## src/rtl/tpu_pkg.sv

```systemverilog
package tpu_pkg;
   // ******************************************
   // Register byte offsets
   // ******************************************
   localparam logic [4:0] OFF_MODE = 5'h00;
   localparam logic [4:0] OFF_PRESCALE = 5'h04;
   localparam logic [4:0] OFF_SOURCE = 5'h08;
   localparam logic [4:0] OFF_COMPARE = 5'h0c;
   localparam logic [4:0] OFF_RELOAD = 5'h10;
   localparam logic [4:0] OFF_CAPTURE = 5'h14;
   localparam logic [4:0] OFF_STATUS = 5'h18;
   // ******************************************
   // Field positions
   // ******************************************
   localparam int MODE_CLEAR_RELEASE = 0;
   localparam int MODE_CLEAR_EDGE = 1;
   localparam int MODE_RUN_GATE = 2;
   localparam int MODE_GATE_EDGE = 3;
   localparam int MODE_IRQ_EDGE_LO = 4;
   localparam int MODE_IRQ_SOURCE = 6;
   localparam int MODE_PWM = 7;
   localparam int PRE_WAVE_SEL = 16;
   localparam int SRC_TICK_EXT = 0;
   localparam int SRC_CLEAR_EXT = 1;
   localparam int SRC_GATE_EXT = 2;
   localparam int STAT_RELEASED = 0;
   localparam int STAT_RUNNING = 1;
   // ******************************************
   // Reset values and encodings
   // ******************************************
   localparam logic [7:0] MODE_RESET = 8'h00;
   localparam logic [16:0] PRESCALE_RESET = 17'h00000;
   localparam logic [2:0] SOURCE_RESET = 3'h0;
   localparam logic [7:0] COMPARE_RESET = 8'h00;
   localparam logic [7:0] RELOAD_RESET = 8'h00;
   localparam logic [7:0] COUNT_TOP = 8'hff;
   localparam logic [1:0] IRQ_EDGE_FALL = 2'h0;
   localparam logic [1:0] IRQ_EDGE_RISE = 2'h1;
   localparam logic [1:0] IRQ_EDGE_BOTH = 2'h2;
endpackage

```

## src/rtl/tpu_timer.sv

```systemverilog
`timescale 1ns/1ns
// Functional notes
// Mode register bit 7: 0 plain timer, 1 auto-reload PWM.
// 8-bit counter increments once per tick clock rising edge.
// Tick, clear and gate each selectable internal or external pin.
// 16-bit prescaler divides master or external clock into tick clock.
// Bit 0 low holds counter at zero; writing 1 releases it.
// Bit 2 is internal run gate, start/stop in timer mode.
// Bit 1 selects level or edge recognition of external clear.
// Bit 3 level gate: run while high, capture count when low.
// Edge gate: first rising edge after clear starts, next stops.
// Timer output frequency is tick frequency over compare value.
// Wave select: 50% square wave or one-tick pulse.
// PWM mode loads reload value each time counting restarts.
// PWM output high from start until count reaches compare.
// PWM period 255 minus reload ticks, high compare minus reload.
// Compare 255 always high; 0 or below reload always low. Code drives one high cycle each time counting starts.
// Compare changes take effect after current counting phase.
// Reload writes act immediately; following cycles work normally.
// PWM output holds its level while run gate is off.
// Output pins high impedance while cleared or in reset.
// Bit 6 picks stop or edge interrupts; bits 5:4 pick edge.
// Rising-edge interrupt also raised when counting starts.
// Stop irq with external gate fires on low gate; clear fires falling.
// Status bit 1 running, bit 0 released from clear.
// Timer mode counter restarts from zero on reaching compare.
module tpu_timer
   import tpu_pkg::*;
(
   // Clock and reset
   input wire logic sys_clk,
   input wire logic rst,
   // Avalon-MM slave
   input wire logic [4:0] address,
   input wire logic read,
   input wire logic write,
   input wire logic [31:0] writedata,
   output logic [31:0] readdata,
   output logic waitrequest,
   // External pins
   input wire logic externalTickInput,
   input wire logic counterClearInput,
   input wire logic runGateInput,
   output logic outputPinTrue,
   output logic outputPinTrueOe_n,
   output logic outputPinInverted,
   output logic outputPinInvertedOe_n,
   // Interrupt request
   output logic irqPulse
);
   // ******************************************
   // Registers
   // ******************************************
   logic [7:0] modeCtl_reg;
   logic [16:0] prescaleCtl_reg;
   logic [2:0] sourceCtl_reg;
   logic [7:0] compare_reg;
   logic [7:0] reload_reg;
   logic [7:0] compareShadow_reg;
   logic [7:0] count_reg;
   logic [7:0] capturedCount_reg;
   logic [15:0] prescaleCnt_reg;
   logic [2:0] tickSync_reg;
   logic [2:0] clearSync_reg;
   logic [2:0] gateSync_reg;
   logic gateToggle_reg;
   logic running_reg;
   logic clearHold_reg;
   logic wave_reg;
   logic waitReq_reg;
   logic [31:0] readData_reg;
   logic irq_reg;
   logic invOut_reg;

   // ******************************************
   // Bus decode
   // ******************************************
   wire busReq = read | write;
   wire busTake = busReq & ~waitReq_reg;
   wire busWrite = write & busTake;
   wire [31:0] readMux;

   function automatic logic hit(input logic [4:0] addr, input logic [4:0] off);
      hit = (addr == off);
   endfunction

   // status bits
   assign readMux = hit(address, OFF_MODE) ? {24'h000000, modeCtl_reg} :
                    hit(address, OFF_PRESCALE) ? {15'h0000, prescaleCtl_reg} :
                    hit(address, OFF_SOURCE) ? {29'h00000000, sourceCtl_reg} :
                    hit(address, OFF_COMPARE) ? {24'h000000, compare_reg} :
                    hit(address, OFF_RELOAD) ? {24'h000000, reload_reg} :
                    hit(address, OFF_CAPTURE) ? {24'h000000, capturedCount_reg} :
                    hit(address, OFF_STATUS) ? {30'h00000000, running_reg, ~clearHold_reg} :
                    32'h00000000;

   // One wait state: readdata is latched while waitrequest is still high
   always_ff @(posedge sys_clk or posedge rst) begin
      if (rst) begin
         waitReq_reg <= 1'b1;
         readData_reg <= 32'h00000000;
      end else begin
         waitReq_reg <= ~(busReq & waitReq_reg);
         if (busReq & waitReq_reg) begin
            readData_reg <= readMux;
         end
      end
   end

   always_ff @(posedge sys_clk or posedge rst) begin
      if (rst) begin
         modeCtl_reg <= MODE_RESET;
         prescaleCtl_reg <= PRESCALE_RESET;
         sourceCtl_reg <= SOURCE_RESET;
         compare_reg <= COMPARE_RESET;
         reload_reg <= RELOAD_RESET;
      end else if (busWrite) begin
         if (hit(address, OFF_MODE)) modeCtl_reg <= writedata[7:0];
         if (hit(address, OFF_PRESCALE)) prescaleCtl_reg <= writedata[16:0];
         if (hit(address, OFF_SOURCE)) sourceCtl_reg <= writedata[2:0];
         if (hit(address, OFF_COMPARE)) compare_reg <= writedata[7:0];
         if (hit(address, OFF_RELOAD)) reload_reg <= writedata[7:0];
      end
   end

   // ******************************************
   // Pin synchronisers
   // ******************************************
   always_ff @(posedge sys_clk or posedge rst) begin
      if (rst) begin
         tickSync_reg <= 3'h0;
         clearSync_reg <= 3'h0;
         gateSync_reg <= 3'h0;
      end else begin
         tickSync_reg <= {tickSync_reg[1:0], externalTickInput};
         clearSync_reg <= {clearSync_reg[1:0], counterClearInput};
         gateSync_reg <= {gateSync_reg[1:0], runGateInput};
      end
   end

   wire tickPinRise = tickSync_reg[1] & ~tickSync_reg[2];
   wire clearPin = clearSync_reg[1];
   wire clearPinRise = clearSync_reg[1] & ~clearSync_reg[2];
   wire gatePin = gateSync_reg[1];
   wire gatePinRise = gateSync_reg[1] & ~gateSync_reg[2];
   wire gatePinFall = ~gateSync_reg[1] & gateSync_reg[2];

   // ******************************************
   // Control decode
   // ******************************************
   wire pwmMode = modeCtl_reg[MODE_PWM];
   wire [1:0] irqEdgeSel = modeCtl_reg[MODE_IRQ_EDGE_LO +: 2];
   wire irqOnEdges = modeCtl_reg[MODE_IRQ_SOURCE];
   wire waveSelPulse = prescaleCtl_reg[PRE_WAVE_SEL];
   wire tickExt = sourceCtl_reg[SRC_TICK_EXT];
   wire clearExt = sourceCtl_reg[SRC_CLEAR_EXT];
   wire gateExt = sourceCtl_reg[SRC_GATE_EXT];

   // clear source
   wire clearNow = clearExt ? (modeCtl_reg[MODE_CLEAR_EDGE] ? clearPinRise : clearPin) :
                   ~modeCtl_reg[MODE_CLEAR_RELEASE];
   // gate source
   wire gateNow = gateExt ? (modeCtl_reg[MODE_GATE_EDGE] ? gateToggle_reg : gatePin) :
                  modeCtl_reg[MODE_RUN_GATE];
   wire runNow = ~clearNow & gateNow;
   wire starting = runNow & ~running_reg;
   wire stopping = running_reg & ~runNow;

   // edge gate toggles, cleared back to idle
   always_ff @(posedge sys_clk or posedge rst) begin
      if (rst) begin
         gateToggle_reg <= 1'b0;
      end else if (clearNow) begin
         gateToggle_reg <= 1'b0;
      end else if (gatePinRise) begin
         gateToggle_reg <= ~gateToggle_reg;
      end
   end

   // ******************************************
   // Prescaler
   // ******************************************
   // source event is every master cycle or external tick edge
   wire preEvent = tickExt ? tickPinRise : 1'b1;
   wire preWrap = preEvent & (prescaleCnt_reg >= prescaleCtl_reg[15:0]);
   wire tick = preWrap;

   always_ff @(posedge sys_clk or posedge rst) begin
      if (rst) begin
         prescaleCnt_reg <= 16'h0000;
      end else if (preWrap) begin
         prescaleCnt_reg <= 16'h0000;
      end else if (preEvent) begin
         prescaleCnt_reg <= prescaleCnt_reg + 16'h0001;
      end
   end

   // ******************************************
   // Counter
   // ******************************************
   // timer wraps at compare; PWM wraps at top
   wire [7:0] countInc = count_reg + 8'h01;
   wire timerWrap = (countInc >= compareShadow_reg);
   wire pwmWrap = (countInc == COUNT_TOP);
   // mode picks wrap point and restart value
   wire phaseEnd = pwmMode ? pwmWrap : timerWrap;
   // live reload is used, so a write takes effect at once
   wire [7:0] restartVal = pwmMode ? reload_reg : 8'h00;
   wire countStep = running_reg & runNow & tick;
   logic [7:0] count_next;

   always_comb begin
      count_next = count_reg;
      if (clearNow) begin
         count_next = 8'h00;
      end else if (starting) begin
         count_next = restartVal;
      end else if (countStep) begin
         // increment per tick
         count_next = phaseEnd ? restartVal : countInc;
      end
   end

   always_ff @(posedge sys_clk or posedge rst) begin
      if (rst) begin
         count_reg <= 8'h00;
         running_reg <= 1'b0;
         clearHold_reg <= 1'b1;
      end else begin
         count_reg <= count_next;
         running_reg <= runNow;
         clearHold_reg <= clearNow;
      end
   end

   // compare shadow only refreshes between phases
   always_ff @(posedge sys_clk or posedge rst) begin
      if (rst) begin
         compareShadow_reg <= COMPARE_RESET;
      end else if (clearNow | ~running_reg | (countStep & phaseEnd)) begin
         compareShadow_reg <= compare_reg;
      end
   end

   // capture on every stop of counting
   always_ff @(posedge sys_clk or posedge rst) begin
      if (rst) begin
         capturedCount_reg <= 8'h00;
      end else if (stopping) begin
         capturedCount_reg <= count_reg;
      end
   end

   // ******************************************
   // Output wave
   // ******************************************
   // PWM high below compare
   wire pwmLevel = (count_reg < compareShadow_reg);
   // square or single-tick pulse
   wire timerLevel = waveSelPulse ? (count_reg == 8'h00) : (count_reg < {1'b0, compareShadow_reg[7:1]});
   logic wave_next;

   always_comb begin
      wave_next = wave_reg;
      if (clearNow) begin
         wave_next = 1'b0;
      end else if (running_reg & runNow) begin
         wave_next = pwmMode ? pwmLevel : timerLevel;
      end else if (starting) begin
         wave_next = 1'b1;
      end
      // stopped: level held
   end

   always_ff @(posedge sys_clk or posedge rst) begin
      if (rst) begin
         wave_reg <= 1'b0;
      end else begin
         wave_reg <= wave_next;
      end
   end

   // registered complement pin
   always_ff @(posedge sys_clk or posedge rst) begin
      if (rst) begin
         invOut_reg <= 1'b0;
      end else begin
         invOut_reg <= ~wave_next & ~clearNow;
      end
   end

   // ******************************************
   // Interrupt request
   // ******************************************
   wire waveRise = wave_next & ~wave_reg;
   wire waveFall = ~wave_next & wave_reg;
   wire clearRise = clearNow & ~clearHold_reg;
   // start also counts as rising
   wire riseEvt = waveRise | starting;
   // clear raises falling irq
   wire fallEvt = waveFall | clearRise;
   // external gate low raises stop irq even when off
   wire stopEvt = stopping | (gateExt & gatePinFall);
   // source and edge selection
   wire edgeEvt = (irqEdgeSel == IRQ_EDGE_FALL) ? fallEvt :
                  (irqEdgeSel == IRQ_EDGE_RISE) ? riseEvt :
                  (irqEdgeSel == IRQ_EDGE_BOTH) ? (riseEvt | fallEvt) : 1'b0;
   wire irq_next = irqOnEdges ? edgeEvt : stopEvt;

   always_ff @(posedge sys_clk or posedge rst) begin
      if (rst) begin
         irq_reg <= 1'b0;
      end else begin
         irq_reg <= irq_next;
      end
   end

   // ******************************************
   // Outputs
   // ******************************************
   assign readdata = readData_reg;
   assign waitrequest = waitReq_reg;
   assign irqPulse = irq_reg;
   assign outputPinTrue = wave_reg;
   assign outputPinInverted = invOut_reg;
   // pins released while cleared; clearHold resets high
   assign outputPinTrueOe_n = clearHold_reg;
   assign outputPinInvertedOe_n = clearHold_reg;
endmodule

```

## config.mk

```make
export PLATFORM = sky130hd
export DESIGN_NAME = tpu_timer
export DESIGN_NICKNAME = d
export VERILOG_FILES = /design/src/rtl/tpu_pkg.sv /design/src/rtl/tpu_timer.sv
export SDC_FILE = /design/constraint.sdc
export NUM_CORES = 1
export LEC_CHECK = 0
export BUFFER_PORTS_ARGS = -buffer_cell sky130_fd_sc_hd__buf_4
export CAP_MARGIN = 10
export CORE_ASPECT_RATIO = 1.2
export CORE_MARGIN = 4
export CORE_UTILIZATION = 58
export CTS_BUF_LIST = sky130_fd_sc_hd__clkbuf_4 sky130_fd_sc_hd__clkbuf_8 sky130_fd_sc_hd__clkbuf_16
export CTS_CLUSTER_DIAMETER = 60
export CTS_CLUSTER_SIZE = 24
export DETAILED_ROUTE_END_ITERATION = 6
export PLACE_DENSITY = 0.89
export SLEW_MARGIN = 20
export SYNTH_ARGS = -nofsm -noshare
export SYNTH_HDL_FRONTEND = slang
export SYNTH_SLANG_ARGS = --single-unit
```

## constraint.sdc

```tcl
create_clock -name sys_clk -period 3.9 [get_ports sys_clk]
set_input_delay 0.39 -clock sys_clk [delete_from_list [all_inputs] [get_ports sys_clk]]
set_output_delay 0.39 -clock sys_clk [all_outputs]
set_load 0.01 [all_outputs]
```

==> impl_metrics.json <==
{
  "synth_compound_gate_area_share_pct": 14.6,
  "synthArstFlopShare_pct": 100,
  "critPathKind": "reg2reg",
  "grt_start_max_net_pins": 70,
  "grt_setup_unrepaired": "false",
  "layout_commonest_cell": "sky130_fd_sc_hd__dfrtp_1",
  "num-nets-final": 747,
  "fin_crit_sh_pct": 87.7,
  "post_synth_xor_area_fraction_pct": 2.45,
  "insertedDiodeCount": 0,
  "final-max-slew-violation-count": 0,
  "crit_arrival_ps": 3720,
  "overflow": 0,
  "outcome": "finished, final reports clean",
  "finClkSkew_ps": 7.34,
  "dp_slack_ps": 524,
  "multiplexer_share_of_the_synthesized_area_pct": 11.1,
  "postSynth.topFlopCell": "sky130_fd_sc_hd__dfrtp_1",
  "viasPerCell": 6.36,
  "final.setup.worst_slack_ps": 479,
  "synth_top_family_by_area": "compound AO/OA/AOI/OAI gates",
  "antenna_found_initial": 0,
  "die_width_um": 103,
  "cts_max_level": 4,
  "grt_usage_pct": 28.1,
  "routedWlPerCell_um": 20.9,
  "finalWorstPathRequiredPeriod_ps": 3420,
  "layout-area-overhead-vs-synth_pct": 17.2,
  "worst-endpoint-required_ps": 4200,
  "synth-seq-cells": 117,
  "clk_root_buffer_cell": "sky130_fd_sc_hd__clkbuf_16",
  "hold_buffers": 0,
  "design.portCount": 82,
  "drtIter0Drc": 493,
  "routed-via-count": 5101,
  "drt_drc_violations_left": 0,
  "synth_warnings": 0,
  "placement_rows": 41,
  "max_freq_mhz": 292,
  "synthCells": 604,
  "placeableCoreArea_um2": 10600,
  "layout_common_cells": "sky130_fd_sc_hd__dfrtp_1 (115), sky130_fd_sc_hd__nand2_1 (63), sky130_fd_sc_hd__buf_4 (57)",
  "cts_tree": "done",
  "setup-violations-final": 0,
  "synth.distinct_cells": 67,
  "timing.critical_path.from_type": "flip-flop",
  "die_y_um": 123,
  "cts-resized-gates": 0,
  "seq_area_frac_synth_pct": 46.2,
  "power_density_nw_per_um2": 550,
  "clk_pin_slew_ps": 50,
  "antenna_left": 0,
  "synthAdderAreaFrac_pct": 8.29,
  "tritoncts.num_buffers": 17,
  "worstSkewPairLatency_ps": 420,
  "routabilityCongestion": 0.919,
  "post_synth.cell_area_avg_um2": 10.5,
  "final.setup.tns_ps": 0,
  "timing.critical_path.to_type": "flip-flop",
  "buffer_ports.inserted": 51,
  "initial_utilization_pct": 59.7,
  "layout-drive-gt1-share_pct": 24.2,
  "design.die.area_um2": 12700,
  "clock-sinks": 117,
  "worstPathMaxFanout": 8,
  "timing.max_cap.violations": 0,
  "worst_pin_slew_ps": 977,
  "drt_wl_total_um": 16800,
  "synth-edff-count": 0,
  "postLayoutCoreUtil_pct": 70.0,
  "slew_headroom_pct": 34.7,
  "cts_setup_buffers": 0,
  "grt_first_pass_wirelength_um": 27000,
  "maximum_vdd_ir_drop_uv": 600,
  "simple_gate_share_of_the_synthesized_area_pct": 12.1,
  "number_of_detailed_route_iterations_in_the_first_pass": 5,
  "p_leak_nw": 3.59,
  "cts.path.max_buffers": 2,
  "holdCritPathClass": "in2reg",
  "hold_viol": 0,
  "syn_area_um2": 6340,
  "grt_pass1_vias": 5354,
  "dpl.hpwl_um": 11300
}
==> Yosys cell counts, types with 3 or more instances <==
cell | n | share of area [%]
sky130_fd_sc_hd__a311oi_1 | 3 | 0.41
sky130_fd_sc_hd__clkbuf_1 | 15 | 0.89
sky130_fd_sc_hd__mux2_4 | 8 | 1.9
sky130_fd_sc_hd__nand2_1 | 63 | 3.7
sky130_fd_sc_hd__nand3_1 | 11 | 0.87
sky130_fd_sc_hd__mux2_2 | 46 | 8.2
sky130_fd_sc_hd__nor2_1 | 43 | 2.5
sky130_fd_sc_hd__a21oi_2 | 3 | 0.41
sky130_fd_sc_hd__nand2b_1 | 4 | 0.39
sky130_fd_sc_hd__a221oi_1 | 6 | 0.83
sky130_fd_sc_hd__or3_1 | 3 | 0.30
sky130_fd_sc_hd__a21o_1 | 3 | 0.36
sky130_fd_sc_hd__buf_4 | 17 | 2.0
sky130_fd_sc_hd__o21ai_0 | 37 | 2.9
sky130_fd_sc_hd__a31oi_1 | 9 | 0.89
sky130_fd_sc_hd__o211ai_1 | 5 | 0.59
sky130_fd_sc_hd__a22oi_1 | 9 | 1.1
sky130_fd_sc_hd__o31ai_1 | 10 | 1.2
sky130_fd_sc_hd__xor2_1 | 12 | 1.7
sky130_fd_sc_hd__nand4_1 | 6 | 0.59
sky130_fd_sc_hd__a21oi_1 | 24 | 1.9
sky130_fd_sc_hd__nor4_1 | 4 | 0.39
sky130_fd_sc_hd__a211o_1 | 3 | 0.41
sky130_fd_sc_hd__a211oi_1 | 3 | 0.36
sky130_fd_sc_hd__and2_1 | 7 | 0.69
sky130_fd_sc_hd__dfrtp_1 | 115 | 45
sky130_fd_sc_hd__ha_1 | 42 | 8.3
sky130_fd_sc_hd__and3_1 | 4 | 0.39
sky130_fd_sc_hd__mux2i_1 | 4 | 0.63
sky130_fd_sc_hd__inv_1 | 38 | 2.2
==> power breakdown <==
group          internal [mW]  switching (mW)
Sequential              1.37           0.167
Clock                   1.12           0.545
Combinational          0.375           0.517
==> final timing paths <==
kind,startpoint,endpoint,slack (ps),depth (start not counted)
max,count_reg[3]$_DFFE_PP0P_,compareShadow_reg[3]$_DFFE_PP0P_,480,11
min,runGateInput,gateSync_reg[0]$_DFF_PP0_,80,1
max reg2reg,count_reg[3]$_DFFE_PP0P_,compareShadow_reg[3]$_DFFE_PP0P_,480,11
min reg2reg,gateSync_reg[0]$_DFF_PP0_,gateSync_reg[1]$_DFF_PP0_,350,0
max in group asynchronous,rst,waitrequest$_DFF_PP1_,2880,3
min in group asynchronous,rst,tickSync_reg[0]$_DFF_PP0_,150,2
==> per-stage QoR <==
step           cells  total power [mW]  area [um^2]  hold WS [ps]
2_1_floorplan    618              2.12         6390           331
3_3_place_gp     771              2.33         6800           335
3_5_place_dp     771              2.39         6810           340
4_1_cts          802              4.06         7430          76.4
5_1_grt          802              4.24         7430          70.7
6_report         802              4.09         7430          77.2
==> critical path: stages, from the launching register on <==
cell,delay [ps]
sky130_fd_sc_hd__dfrtp_1,550
sky130_fd_sc_hd__nand4_1,210
sky130_fd_sc_hd__nor2_1,230
sky130_fd_sc_hd__xor2_2,170
sky130_fd_sc_hd__ha_1,230
sky130_fd_sc_hd__or4_1,520
sky130_fd_sc_hd__a21oi_2,150
sky130_fd_sc_hd__o21ai_2,80
sky130_fd_sc_hd__nand2_2,100
sky130_fd_sc_hd__nor2_4,60
sky130_fd_sc_hd__a311oi_4,650
sky130_fd_sc_hd__mux2_4,360
==> layer usage <==
metal	part of all wire, %	track usage (%)	vias to the layer above
met5	0	0	-
li1	-	-	2248
met4	4.3	15.1	0
met2	54	49.5	287
met3	6.6	6.31	67
met1	35	30.9	2499
==> layout make-up <==
cell class | instances | area (um^2)
timing repair buffer | 57 | 428
inverter | 38 | 145
clock buffer | 21 | 474
multi-input combinational | 430 | 3140
clock inverter | 10 | 153
sequential | 117 | 2930
tap | 129 | 161
fill | 644 | 3190
==> logic make-up after synthesis <==
group                      Yosys count
AOI/OAI and AO/OA                  136
xor gates and xnor gates            16
adders and majority gates           42
buffers and inverters               71
DFF                                117
muxes                               60
other                                1
and+or+nand+nor                    161
Note: power is estimated with default switching activity, not from simulation.
